<file path="config.mk">
export PLATFORM = sky130hd
export DESIGN_NAME = glrf_framer
export DESIGN_NICKNAME = d
export VERILOG_FILES = /design/src/glrf_pkg.sv /design/src/glrf_buf_if.sv /design/src/glrf_framer.sv /design/src/glrf_buf_mem.sv /design/src/glrf_term_store.sv
export SDC_FILE = /design/constraint.sdc
export NUM_CORES = 2
export LEC_CHECK = 0
export ABC_AREA = 1
export BUFFER_PORTS_ARGS = -buffer_cell sky130_fd_sc_hd__buf_2
export CORE_MARGIN = 2
export CORE_UTILIZATION = 60
export DETAILED_ROUTE_END_ITERATION = 8
export MAX_ROUTING_LAYER = met4
export PLACE_DENSITY_LB_ADDON = 0.1
export SYNTH_ARGS = -nofsm -noshare
export SYNTH_HDL_FRONTEND = slang
export SYNTH_HIERARCHICAL = 1
export SYNTH_SLANG_ARGS = --single-unit
</file>
<file path="constraint.sdc">
create_clock -name sys_clk -period 6.8 [get_ports sys_clk]
set_input_delay 1.02 -clock sys_clk [delete_from_list [all_inputs] [get_ports sys_clk]]
set_output_delay 1.02 -clock sys_clk [all_outputs]
set_load 0.05 [all_outputs]
</file>
<file path="src/glrf_pkg.sv">
package glrf_pkg;
  // ==========================================================
  // timing
  localparam int unsigned CLK_PERIOD_NS = 10;
  localparam int unsigned TIMEOUT_MS = 10;
  localparam int unsigned TIMEOUT_CYCLES =
    TIMEOUT_MS * 1_000_000 / CLK_PERIOD_NS;
  // ==========================================================
  // buffer
  localparam int unsigned BUF_DEPTH = 256;
  localparam logic [8:0] BUF_MAX = 9'h100;
  // ==========================================================
  // register offsets (byte addresses)
  localparam logic [11:0] OFS_CTRL = 12'h000;
  localparam logic [11:0] OFS_STATUS = 12'h004;
  localparam logic [11:0] OFS_COUNT = 12'h008;
  localparam logic [11:0] OFS_TERM0 = 12'h010;
  localparam logic [11:0] OFS_BUF = 12'h400;
  // ==========================================================
  // control fields
  localparam int unsigned CTRL_SEL_HI = 7;
  localparam int unsigned CTRL_SEL_LO = 6;
  localparam int unsigned CTRL_CAP_LSB = 8;
  localparam int unsigned CTRL_CAP_MSB = 16;
  localparam int unsigned CTRL_BUSY_BIT = 24;
  // ==========================================================
  // status fields
  localparam int unsigned ST_TMO_BIT = 3;
  localparam int unsigned ST_OVF_BIT = 2;
  localparam int unsigned ST_NL_BIT = 1;
  // ==========================================================
  // characters
  localparam logic [7:0] CHAR_CR = 8'h0d;
  localparam logic [3:0][7:0] TERM_RST = {8'h3b, 8'h2c, 8'h0d, 8'h0a};
  // ==========================================================
  // receive states
  typedef enum logic [2:0] {
    ST_IDLE = 3'b001,
    ST_RDY = 3'b010,
    ST_ACC = 3'b100
  } glrf_state_t;
endpackage : glrf_pkg

</file>
<file path="src/glrf_buf_if.sv">
`timescale 1ns/100ps
`default_nettype none
interface glrf_buf_if;
  logic wr_en;
  logic [7:0] wr_addr;
  logic [7:0] wr_data;
  logic [7:0] rd_addr;
  logic [7:0] rd_data;
  modport owner (
    output wr_en, wr_addr, wr_data, rd_addr,
    input rd_data
  );
  modport mem (
    input wr_en, wr_addr, wr_data, rd_addr,
    output rd_data
  );
endinterface : glrf_buf_if
`default_nettype wire

</file>
<file path="src/glrf_framer.sv">
// Local design decisions: the register offsets and the strobed register port.
`timescale 1ns/100ps
`default_nettype none
// How it works
// - four terminators are writable, defaulting to LF, CR, comma, semicolon.
// - reception ends when a byte arrives that would exceed capacity.
// - reception ends as soon as the selected terminator arrives.
// - reception ends on any byte taken with EOI asserted.
// - carriage returns and the selected terminator are never stored.
// - a byte taken with EOI is stored unless it is a carriage return, the terminator, or beyond capacity.
// - the stored byte count is reported and never exceeds 256.
// - status bit 3 flags a timeout during the transfer.
// - status bit 2 flags more bytes than the set capacity allows.
// - status bit 1 flags a receive started while not listener.
module glrf_framer #(
  parameter int unsigned TIMEOUT_CYCLES = glrf_pkg::TIMEOUT_CYCLES
) (
  // clock and reset
  input wire logic sys_clk,
  input wire logic sys_rst,
  // register port
  input wire logic [11:0] reg_addr,
  input wire logic [31:0] reg_wdata,
  input wire logic reg_wr,
  input wire logic reg_rd,
  output logic [31:0] reg_rdata,
  // bus data and handshake, active low; the output enables are active high
  input wire logic [7:0] dio_n_i,
  input wire logic dav_n_i,
  input wire logic eoi_n_i,
  input wire logic nrfd_n_i,
  output logic nrfd_n_o,
  output logic nrfd_n_oe,
  input wire logic ndac_n_i,
  output logic ndac_n_o,
  output logic ndac_n_oe,
  // addressing and activity
  input wire logic listen_addressed,
  output logic rx_busy
);
  // ==========================================================
  // decoding helpers
  function automatic logic is_buf_addr(input logic [11:0] a);
    return a[11:10] == glrf_pkg::OFS_BUF[11:10];
  endfunction : is_buf_addr

  // zero or anything above the maximum means a full buffer
  function automatic logic [8:0] cap_of(input logic [8:0] v);
    return (v == 9'h000 || v > glrf_pkg::BUF_MAX) ? glrf_pkg::BUF_MAX : v;
  endfunction : cap_of

  // ==========================================================
  // state
  glrf_pkg::glrf_state_t state_q, state_d;
  logic [1:0] sel_q;
  logic [8:0] cap_q;
  logic [8:0] count_q;
  logic end_q;
  logic tmo_q;
  logic ovf_q;
  logic nl_q;
  logic [31:0] tmo_cnt_q;
  logic [31:0] rdata_q;
  logic buf_rd_q;

  logic st_idle, st_rdy, st_acc;
  logic start, take, tmo_hit, tmo_end;
  logic [7:0] rx_byte;
  logic rx_eoi;
  logic [7:0] term_char;
  logic [3:0][7:0] term_all;
  logic is_term, is_cr, store, full, ovf_hit, do_write, end_now;
  logic term_wr;
  logic [7:0] status_byte;
  logic [31:0] rd_val;

  glrf_buf_if rxb ();

  assign st_idle = state_q == glrf_pkg::ST_IDLE;
  assign st_rdy = state_q == glrf_pkg::ST_RDY;
  assign st_acc = state_q == glrf_pkg::ST_ACC;
  assign rx_busy = !st_idle;

  // ==========================================================
  // byte evaluation
  assign rx_byte = ~dio_n_i;
  assign rx_eoi = !eoi_n_i;
  assign start = reg_wr && reg_addr == glrf_pkg::OFS_CTRL && st_idle;
  assign take = st_rdy && !dav_n_i;
  assign is_term = rx_byte == term_char;
  assign is_cr = rx_byte == glrf_pkg::CHAR_CR;
  assign store = !is_term && !is_cr;
  assign full = count_q == cap_q;
  assign ovf_hit = store && full;
  assign do_write = take && store && !full;
  assign end_now = is_term || rx_eoi || ovf_hit;

  // ==========================================================
  // handshake state machine
  always_comb begin
    state_d = state_q;
    unique case (state_q)
      glrf_pkg::ST_IDLE: begin
        if (start && listen_addressed) begin
          state_d = glrf_pkg::ST_RDY;
        end
      end
      glrf_pkg::ST_RDY: begin
        if (!dav_n_i) begin
          state_d = glrf_pkg::ST_ACC;
        end else if (tmo_hit) begin
          state_d = glrf_pkg::ST_IDLE;
        end
      end
      glrf_pkg::ST_ACC: begin
        if (dav_n_i) begin
          state_d = end_q ? glrf_pkg::ST_IDLE : glrf_pkg::ST_RDY;
        end else if (tmo_hit) begin
          state_d = glrf_pkg::ST_IDLE;
        end
      end
      default: begin
        state_d = glrf_pkg::ST_IDLE;
      end
    endcase
  end

  always_ff @(posedge sys_clk) begin
    if (sys_rst) begin
      state_q <= glrf_pkg::ST_IDLE;
    end else begin
      state_q <= state_d;
    end
  end

  // idle and accept hold the talker off; ready releases nrfd only
  assign nrfd_n_o = 1'b0;
  assign ndac_n_o = 1'b0;
  assign nrfd_n_oe = !st_rdy;
  assign ndac_n_oe = !st_acc;

  // ==========================================================
  // timeout: restarts on every handshake step
  assign tmo_hit = !st_idle && tmo_cnt_q == 32'(TIMEOUT_CYCLES - 1);
  assign tmo_end = tmo_hit && ((st_rdy && dav_n_i) || (st_acc && !dav_n_i));

  always_ff @(posedge sys_clk) begin
    if (sys_rst || st_idle || state_d != state_q) begin
      tmo_cnt_q <= 32'h0000_0000;
    end else begin
      tmo_cnt_q <= tmo_cnt_q + 32'h0000_0001;
    end
  end

  // ==========================================================
  // transfer setup
  always_ff @(posedge sys_clk) begin
    if (sys_rst) begin
      sel_q <= 2'h0;
      cap_q <= glrf_pkg::BUF_MAX;
    end else if (start) begin
      sel_q <= reg_wdata[glrf_pkg::CTRL_SEL_HI:glrf_pkg::CTRL_SEL_LO];
      cap_q <= cap_of(
        reg_wdata[glrf_pkg::CTRL_CAP_MSB:glrf_pkg::CTRL_CAP_LSB]);
    end
  end

  // ==========================================================
  // count and end of message
  always_ff @(posedge sys_clk) begin
    if (sys_rst || start) begin
      count_q <= 9'h000;
    end else if (do_write) begin
      count_q <= count_q + 9'h001;
    end
  end

  always_ff @(posedge sys_clk) begin
    if (sys_rst || start) begin
      end_q <= 1'b0;
    end else if (take && end_now) begin
      end_q <= 1'b1;
    end
  end

  // ==========================================================
  // error flags, cleared only by reset or a new start
  always_ff @(posedge sys_clk) begin
    if (sys_rst) begin
      tmo_q <= 1'b0;
      ovf_q <= 1'b0;
      nl_q <= 1'b0;
    end else if (start) begin
      tmo_q <= 1'b0;
      ovf_q <= 1'b0;
      nl_q <= !listen_addressed;
    end else begin
      if (tmo_end) begin
        tmo_q <= 1'b1;
      end
      if (take && ovf_hit) begin
        ovf_q <= 1'b1;
      end
    end
  end

  always_comb begin
    status_byte = 8'h00;
    status_byte[glrf_pkg::ST_TMO_BIT] = tmo_q;
    status_byte[glrf_pkg::ST_OVF_BIT] = ovf_q;
    status_byte[glrf_pkg::ST_NL_BIT] = nl_q;
  end

  // ==========================================================
  // storage
  assign rxb.wr_en = do_write;
  assign rxb.wr_addr = count_q[7:0];
  assign rxb.wr_data = rx_byte;
  assign rxb.rd_addr = reg_addr[9:2];

  glrf_buf_mem u_mem (
    .sys_clk(sys_clk),
    .bus(rxb.mem)
  );

  assign term_wr = reg_wr && reg_addr[11:4] == glrf_pkg::OFS_TERM0[11:4]
    && reg_addr[1:0] == 2'h0;

  glrf_term_store u_term (
    .sys_clk(sys_clk),
    .sys_rst(sys_rst),
    .wr_en(term_wr),
    .wr_idx(reg_addr[3:2]),
    .wr_data(reg_wdata[7:0]),
    .sel(sel_q),
    .sel_char(term_char),
    .chars(term_all)
  );

  // ==========================================================
  // register reads; unmapped addresses read zero
  always_comb begin
    rd_val = 32'h0000_0000;
    if (reg_addr == glrf_pkg::OFS_CTRL) begin
      rd_val[glrf_pkg::CTRL_SEL_HI:glrf_pkg::CTRL_SEL_LO] = sel_q;
      rd_val[glrf_pkg::CTRL_CAP_MSB:glrf_pkg::CTRL_CAP_LSB] = cap_q;
      rd_val[glrf_pkg::CTRL_BUSY_BIT] = rx_busy;
    end else if (reg_addr == glrf_pkg::OFS_STATUS) begin
      rd_val[7:0] = status_byte;
    end else if (reg_addr == glrf_pkg::OFS_COUNT) begin
      rd_val[8:0] = count_q;
    end else if (term_wr || (reg_addr[11:4] == glrf_pkg::OFS_TERM0[11:4]
        && reg_addr[1:0] == 2'h0)) begin
      rd_val[7:0] = term_all[reg_addr[3:2]];
    end
  end

  always_ff @(posedge sys_clk) begin
    if (sys_rst) begin
      rdata_q <= 32'h0000_0000;
      buf_rd_q <= 1'b0;
    end else begin
      rdata_q <= reg_rd ? rd_val : 32'h0000_0000;
      buf_rd_q <= reg_rd && is_buf_addr(reg_addr);
    end
  end

  // buffer data come straight from the memory's output register
  assign reg_rdata = buf_rd_q ? {24'h000000, rxb.rd_data} : rdata_q;
endmodule : glrf_framer
`default_nettype wire

</file>
<file path="src/glrf_buf_mem.sv">
`timescale 1ns/100ps
`default_nettype none
module glrf_buf_mem (
  // clock
  input wire logic sys_clk,
  // ports
  glrf_buf_if.mem bus
);
  logic [7:0] mem_q [glrf_pkg::BUF_DEPTH];
  logic [7:0] rd_q;

  // contents are not reset; count tells what is valid
  always_ff @(posedge sys_clk) begin
    if (bus.wr_en) begin
      mem_q[bus.wr_addr] <= bus.wr_data;
    end
  end

  always_ff @(posedge sys_clk) begin
    rd_q <= mem_q[bus.rd_addr];
  end

  assign bus.rd_data = rd_q;
endmodule : glrf_buf_mem
`default_nettype wire

</file>
<file path="src/glrf_term_store.sv">
`timescale 1ns/100ps
`default_nettype none
module glrf_term_store (
  // clock and reset
  input wire logic sys_clk,
  input wire logic sys_rst,
  // write port
  input wire logic wr_en,
  input wire logic [1:0] wr_idx,
  input wire logic [7:0] wr_data,
  // lookup
  input wire logic [1:0] sel,
  output logic [7:0] sel_char,
  output logic [3:0][7:0] chars
);
  // ==========================================================
  // four terminator characters
  for (genvar i = 0; i < 4; i++) begin : g_term
    logic [7:0] term_q;
    always_ff @(posedge sys_clk) begin
      if (sys_rst) begin
        term_q <= glrf_pkg::TERM_RST[i];
      end else if (wr_en && wr_idx == 2'(i)) begin
        term_q <= wr_data;
      end
    end
    assign chars[i] = term_q;
  end

  assign sel_char = chars[sel];
endmodule : glrf_term_store
`default_nettype wire

</file>
# [Word level (Yosys, flattened, before mapping)]
# Memory sizes are Yosys's and may differ from the RTL's. A register that Yosys moved wholly into a read port is not among the register bits.
# Index checks and enable logic that the tools add are counted.
[totals] register_bits=124 mem_bits_rw=2048 input_bits=61 output_inout_bits=37 wordCells=111 memories=1
[memory_table] memory="u_mem.mem_q" depth=256 width=8 read_ports=1 rd_clocked_by_memory_dff=1 wr=1 line="glrf_buf_mem.sv:9" source="logic [7:0] mem_q [glrf_pkg::BUF_DEPTH];"
[classes] n_addsub=2 order_cmp=3 eq_ne=15 muxes=20 bitwise_logic=3 n_reduce_logical=48
[ops] cell="$mux W8" count=5
[ops] cell="$add A32 B1 Y32 const B" count=1
[ops] cell="$bmux W8 S2" count=2
[ops] cell="$eq A32 B20 Y1 const B" count=1
[ops] cell="$mux W32" count=1
[ops] cell="$logic_and A1 B1 Y1" count=22
[ops] cell="$mux W3" count=5
[ops] cell="$eq A12 B3 Y1 const B" count=1
[ops] cell="$eq A12 B4 Y1 const B" count=1
[ops] cell="$logic_not A12 Y1" count=1
[ops] cell="$add A9 B1 Y9 const B" count=1
[ops] cell="$eq A9 B9 Y1" count=1
[ops] cell="$gt A9 B9 Y1 const B" count=1
[ops] cell="$logic_not A1 Y1" count=9
[ops] cell="$logic_not A9 Y1" count=1
[ops] cell="$mux W9" count=1
[ops] cell="$pmux W3 S3" count=1
[ops] cell="$eq A8 B1 Y1 const B" count=1
[ops] cell="$eq A8 B4 Y1 const B" count=1
[ops] cell="$eq A8 B8 Y1" count=1
[ops] cell="$logic_or A1 B1 Y1" count=8
[ops] cell="$not A8 Y8" count=1
[ops] cell="$lt A2 B3 Y1 const B" count=2
[ops] cell="$reduce_or A3 Y1" count=2
[ops] cell="12 further kinds" count=20

# [Logic depth before layout (Yosys ltp)]
[logic_depth] ltp_word=9 mapped_depth=17

# [Hierarchy]
# Netlist, hierarchy kept.
[by_module_without_submodules] module="glrf_buf_mem" instances=1 cells_per_inst=7003 area_per_inst_um2=83396.2 seq_area_each_um2=61659.1
[by_module_without_submodules] module="glrf_framer" instances=1 cells_per_inst=667 area_per_inst_um2=4778.3 seq_area_each_um2=1561.5
[by_module_without_submodules] module="glrf_term_store" instances=1 cells_per_inst=242 area_per_inst_um2=1670.4 seq_area_each_um2=640.6

# [Least setup slack after synthesis]
# No wires, ideal clock.
[synth_timing] path_kind="input port to flip-flop" from="input port dio_n_i[6]" to="memory u_mem.mem_q[162][0] (enable)" setup_ns=0.370 arrival_time_ns=5.639 setup_slack_ns=0.791 stages=11 path_cell_list="inv_1 nor4_1 nand2_1 nand2_1 nor2_1 nand2_1 clkinv_1 clkbuf_1 nand3_1 clkbuf_1 nor2_1"
[synth_via] elab_chain_cells=8 elab_cells_between_ends=10
[synth_rtl] element="start, declared" line="glrf_framer.sv:28" source="input wire logic [7:0] dio_n_i,"
[synth_rtl] element="$not A8 Y8 *" line="glrf_framer.sv:86" source="assign rx_byte = ~dio_n_i;"
[synth_rtl] element="$eq A8 B8 Y1 or $eq A8 B4 Y1 (tied branches)" line="glrf_framer.sv:90, glrf_framer.sv:91"
[synth_rtl] element="$logic_not A1 Y1" line="glrf_framer.sv:92" source="assign store = !is_term && !is_cr;"
[synth_rtl] element="$logic_and A1 B1 Y1 *" line="glrf_framer.sv:92"
[synth_rtl] element="$logic_and A1 B1 Y1 * (2 in a row)" line="glrf_framer.sv:95" source="assign do_write = take && store && !full;"
[synth_rtl] element="via do_write" line="glrf_framer.sv:72" source="logic is_term, is_cr, store, full, ovf_hit, do_write, end_now;"
[synth_rtl] element="$mux W1 *" line="glrf_buf_mem.sv:14" source="if (bus.wr_en) begin"
[synth_rtl] element="$mux W1 (not written as such) *" line="glrf_buf_mem.sv:15" source="mem_q[bus.wr_addr] <= bus.wr_data;"
[synth_rtl] element="end, declared" line="glrf_buf_mem.sv:9"
# Mark *: on every way through the listed nets, which the timed path passes. The rest lies on a longest branch.

# [Worst setup path after layout]
[layout_timing] from="register sel_q[0]" to="memory u_mem.mem_q[43][1] (enable)"
[layout_via] elab_chain_cells=9
[layout_rtl] element="start, declared" line="glrf_framer.sv:55" source="logic [1:0] sel_q;"
[layout_rtl] element="start signal, assigned" line="glrf_framer.sv:162" source="sel_q <= reg_wdata[glrf_pkg::CTRL_SEL_HI:glrf_pkg::CTRL_SEL_LO];"
[layout_rtl] element="$bmux W8 S2" line="glrf_term_store.sv:30" source="assign sel_char = chars[sel];"
[layout_rtl] element="$mux W8 (not written as such)" line="glrf_term_store.sv:30"
[layout_rtl] element="via term_char[1]" line="glrf_framer.sv:70" source="logic [7:0] term_char;"
[layout_rtl] element="$eq A8 B8 Y1" line="glrf_framer.sv:90" source="assign is_term = rx_byte == term_char;"
[layout_rtl] element="$logic_not A1 Y1" line="glrf_framer.sv:92"
[layout_rtl] element="$logic_and A1 B1 Y1" line="glrf_framer.sv:92"
[layout_rtl] element="$logic_and A1 B1 Y1 (2 in a row)" line="glrf_framer.sv:95"
[layout_rtl] element="via do_write" line="glrf_framer.sv:72"
[layout_rtl] element="$mux W1" line="glrf_buf_mem.sv:14"
[layout_rtl] element="$mux W1 (not written as such)" line="glrf_buf_mem.sv:15"
# The timed path passes the listed nets, and every way through them passes these cells. The select of a mux whose other input is x is not followed.

==> results.md <==
Status:
- The flow ran to the end, and the final reports show no timing, DRC or antenna violations.

Timing:
- Adding up every negative setup slack in the final design gives 0 ps.
- The minimum clock period is 5160 ps.
- The transition time at the pin with the least slew margin is between 1000 and 1500 ps.
- Setup repair after global routing left no endpoint under its margin.
- The final period utilization is 75.9%.
- The final setup violation count is 0.
- The final-report max-slew violation count was 0.
- The worst slew margin relative to its limit is 23.5%.
- The final worst slack is 1640 ps.
- The number of endpoints with negative hold slack in the final report was 0.
- The achievable clock frequency is between 150 and 200 MHz.
- The worst setup skew after layout is 36.2 ps.

Detailed routing:
- In the routed layout, each cell is associated on average with a via count of 6.06.
- The initial detailed-routing violation count is between 6,000 and 7,000.
- The number of nets still failing antenna checks after routing is 0.
- The count of vias placed by the detailed router is 59,942.
- The post-route met1 wirelength is ~95,000 um.
- The number of iterations in the first detailed-routing pass is 7.
- In the final routed layout, each cell accounts on average for about 24 um.
- Routed signal wires occupy layers up through met4.
- The post-detailed-route DRC marker count is 0.
- The length of routed met3 wiring is 22,000 um.
- The sum of met2 wire segment lengths after detailed routing is 110,000 um.
- The final layout contains routed wiring with a total length of 235,000 um.

Critical path:
- The critical path in this run is classified as flip-flop to flip-flop.
- STA classifies the critical path startpoint as a flip-flop.
- The cell with the biggest individual delay on the critical path is nand2_2.
- Walking the worst path, the cells encountered are o21ai_0, nand2_1, nand2_1, xor2_1, nand2_1, nor2_1, nand2_1, nand2_1, nor2_1, nand2_1, clkinv_1, nand2_2, nor2_1.
- The maximum fanout along the worst path is 33.
- The required time of the critical path is around 7300 ps.
- Among cell families on the critical path, the largest total delay comes from simple AND/OR/NAND/NOR gates.
- Counting stages on the worst path, the most repeated cell is nand2_1.
- The sum of buffers and inverters on the critical path is 1.
- On the worst path, the slowest cell contributes a delay of roughly 1100 ps.
- In this run the critical register-to-register path is launched from sel_q[0]$_SDFFE_PP0P_.
- The arrival time of data at the critical path endpoint is 5650 ps.
- STA classifies the critical path endpoint as a flip-flop.
- In this run the worst setup path begins at sel_q[0]$_SDFFE_PP0P_.

Synthesis:
- The xor-xnor portion of the synthesized cell area is less than 1%.
- Summing every instance area after synthesis gives around 90,000 um^2.
- For this run, the register share of the synthesized area comes to 71.1%.
- Counting flops with a built-in enable in the synthesized netlist gives 2,048.
- After synthesis, the share of flip-flops with an asynchronous set or reset is 0%.
- The post-synthesis sequential element count is 2,166.
- The synthesized netlist devotes 23.9% of its cell area to simple gates.
- The synthesized netlist devotes 0.572% of its cell area to compound gates.
- The synthesized netlist devotes 0.0418% of its cell area to adder and majority cells.
- Of the post-synthesis cell area, the part taken by muxes is 0.100%.
- Counting distinct cell types in the post-synthesis netlist gives 46.
- The most frequently used flop master after synthesis is edfxtp_1.
- Synthesis produced 7,912 cells.
- The number of synthesis warnings is 6.
- By area, the combinational part of the netlist is dominated by simple AND/OR/NAND/NOR gates.
- The average footprint of a synthesized cell is 11.4 um^2.

Clock tree:
- The post-CTS setup-driven buffer insertion count is 0.
- Post-CTS repair changed the size of 0 cells.
- Buffers inserted to repair hold after CTS numbered 0.
- No sink is reached through more buffers than the 3 on the longest clock path.
- Clock tree synthesis selected as its root buffer the cell clkbuf_16.
- The H-tree was split into 4 levels.
- The number of clock buffers added by TritonCTS is 214.
- The clock net in this run drives a total of 2,166 sinks.
- Clock-pin slew was measured on the worst setup and hold paths at approximately 70 ps.
- The clock latency at the later pin of the worst-skew pair is 860 ps.
- The CTS tree is yes.

Finish:
- The number of nets in the layout is ~8,000.
- Leaving out fill and tap cells, the most frequent cells in the layout are nand2_1, nand3_1, edfxtp_1, nor2_1, clkbuf_16.
- In the final layout, the share of cells above drive strength 1 is 6.85%.
- From synthesis to final layout, the design area changed by 8.86%.
- The library cell used most frequently in the layout, excluding fill and tap cells, is nand2_1.
- The final core utilization is 65.5%.
- The cell area after layout is 97,800 um^2.

Global routing:
- The first global-routing pass estimated 350,000 um of wire.
- The number of antenna violations at the first check in global routing was 2.
- Global routing finished with a remaining overflow of 0.
- The pin count of the biggest net entering global routing is 250.
- The via count of the first global-routing pass is around 56,000.
- In the global route stage, overall resource usage came out at 31.5%.

Floorplanning:
- The number of primary I/O pins is 98.
- The area of the placeable core is 149,000 um^2.
- The die covers between 150,000 and 200,000 um^2.
- The initialized floorplan defines about 140 standard-cell rows.
- The height of the chip is 391 um.
- The effective utilization at floorplan is between 60% and 70%.
- The floorplan step set the die width to 391 um.

Pwr:
- IR analysis of the VDD net gives a maximum drop of 0.000225 V.
- Power comes to 27.9 mW.
- The clock network burns a little over two fifths of the power.
- The internal power summed over all cells is 21.7 mW.
- Of the total power, combinational logic draws approximately 5.5%.
- Net switching is roughly 22% of the power.
- The analysis attributes to cell leakage a power of 34.2 nW.
- The power per cell area is 285 nW/um^2.
- The share of total power in sequential cells is 52.4%.
- Summed over all nets, the switching power comes to slightly above 6 mW.

Placement:
- Timing analysis after detailed placement gives a worst setup slack of 1660 ps.
- After legalization and detailed placement, the total HPWL measured 129,000 um.
- The placer congestion estimate is between 0.9 and 1.
- The placed instances occupy a cell area of 90,800 um^2.
- The number of port buffers is 64.

Hold path:
- The startpoint of the most critical hold path is reg_addr[11].
- The worst min-delay path class is input port to flip-flop.

Run:
- The number of maximum-capacitance violations is 0.
==> state kept, by name (all words and copies together), names as in the netlist <==
register,flops
buf_rd_q,1
cap_q,9
count_q,9
end_q,1
nl_q,1
ovf_q,1
rdata_q,18
sel_q,2
state_q,3
tmo_cnt_q,32
tmo_q,1
u_mem/bus.rd_data,8
u_mem/mem_q,2048
u_term/g_term.term_q,32
==> metrics by stage <==
stage                     std cells  hold slack [ps]
after global routing           9889              320
after detailed placement       9481              457
after global placement         9481              441
final                          9889              347
after floorplan                7927              429
after CTS                      9888              300
==> power by group through the flow <==
stage / Clock (mW) / Combinational, mW / Sequential (mW)
floorplan: 0 / 0.979 / 14.9
CTS: 11.9 / 1.50 / 14.6
detailed placement: 0 / 1.50 / 14.9
global placement: 0 / 1.48 / 14.9
global route: 12.4 / 1.64 / 14.6
finish: 11.7 / 1.52 / 14.6
==> layer usage <==
| layer | vias up | GRT usage, % |
|---|---|---|
| li1 | 27419 | - |
| met1 | 29123 | 43.5 |
| met2 | 2932 | 47.6 |
| met5 | - | - |
| met4 | 0 | 11.1 |
| met3 | 468 | 5.55 |
==> layout make-up <==
type | count | area (um^2)
multi-input cells | 5055 | 22500
fillers | 11183 | 51400
well taps | 1944 | 2430
repair buffers | 140 | 1160
diodes | 1 | 2.50
clock buffers | 261 | 5610
inverters | 176 | 772
flip-flops and latches | 2166 | 63900
clock inverters | 146 | 1420
==> worst reg2reg max path: stages, from the launching register on <==
cell and delay [ps]:
dfxtp_1 1030, o21ai_0 280, nand2_1 110, nand2_1 90, xor2_1 140, nand2_1 60
nor2_1 100, nand2_1 130, nand2_1 120, nor2_1 40, nand2_1 280, clkinv_1 800
nand2_2 1150, nor2_1 490
==> Yosys cell counts (3+ instances only) <==
library cell | count | share of area [%]
and2_1 | 3 | 0.021
dfxtp_1 | 118 | 2.6
nand4_1 | 22 | 0.15
nor3_2 | 31 | 0.35
a211oi_1 | 4 | 0.033
xnor2_1 | 14 | 0.14
nand3_1 | 2064 | 11
inv_2 | 6 | 0.025
buf_4 | 64 | 0.53
xor2_1 | 32 | 0.31
inv_1 | 164 | 0.69
ha_1 | 3 | 0.042
o211ai_1 | 21 | 0.18
clkbuf_1 | 117 | 0.49
buf_6 | 30 | 0.38
nor2_2 | 7 | 0.049
mux2_2 | 8 | 0.10
buf_2 | 277 | 1.5
nor3_1 | 23 | 0.13
nand2_2 | 7 | 0.049
nor2_1 | 398 | 1.7
nand2_1 | 2318 | 9.7
buf_1 | 40 | 0.17
edfxtp_1 | 2048 | 68
o21ai_0 | 30 | 0.17
nor4_1 | 5 | 0.035
a21oi_1 | 30 | 0.17
nand3_4 | 4 | 0.078
==> worst paths after layout <==
path / cells after the start / end / slack, ps
setup reg to reg: 13 / u_mem/mem_q[43][1]$_DFFE_PP_ / 1640
hold / removal: 2 / buf_rd_q$_SDFF_PP0_ / 350
hold reg to reg: 1 / tmo_cnt_q[0]$_SDFF_PP0_ / 470
setup / recovery: 13 / u_mem/mem_q[43][1]$_DFFE_PP_ / 1640
==> cell families after synthesis <==
logic type	Yosys count
buf+inv	706
xor+xnor	46
fa+ha+maj	3
simple gates	4893
compound gates	89
mux	8
flops	2166
other cells	1
(Power assumes the default switching activity.)
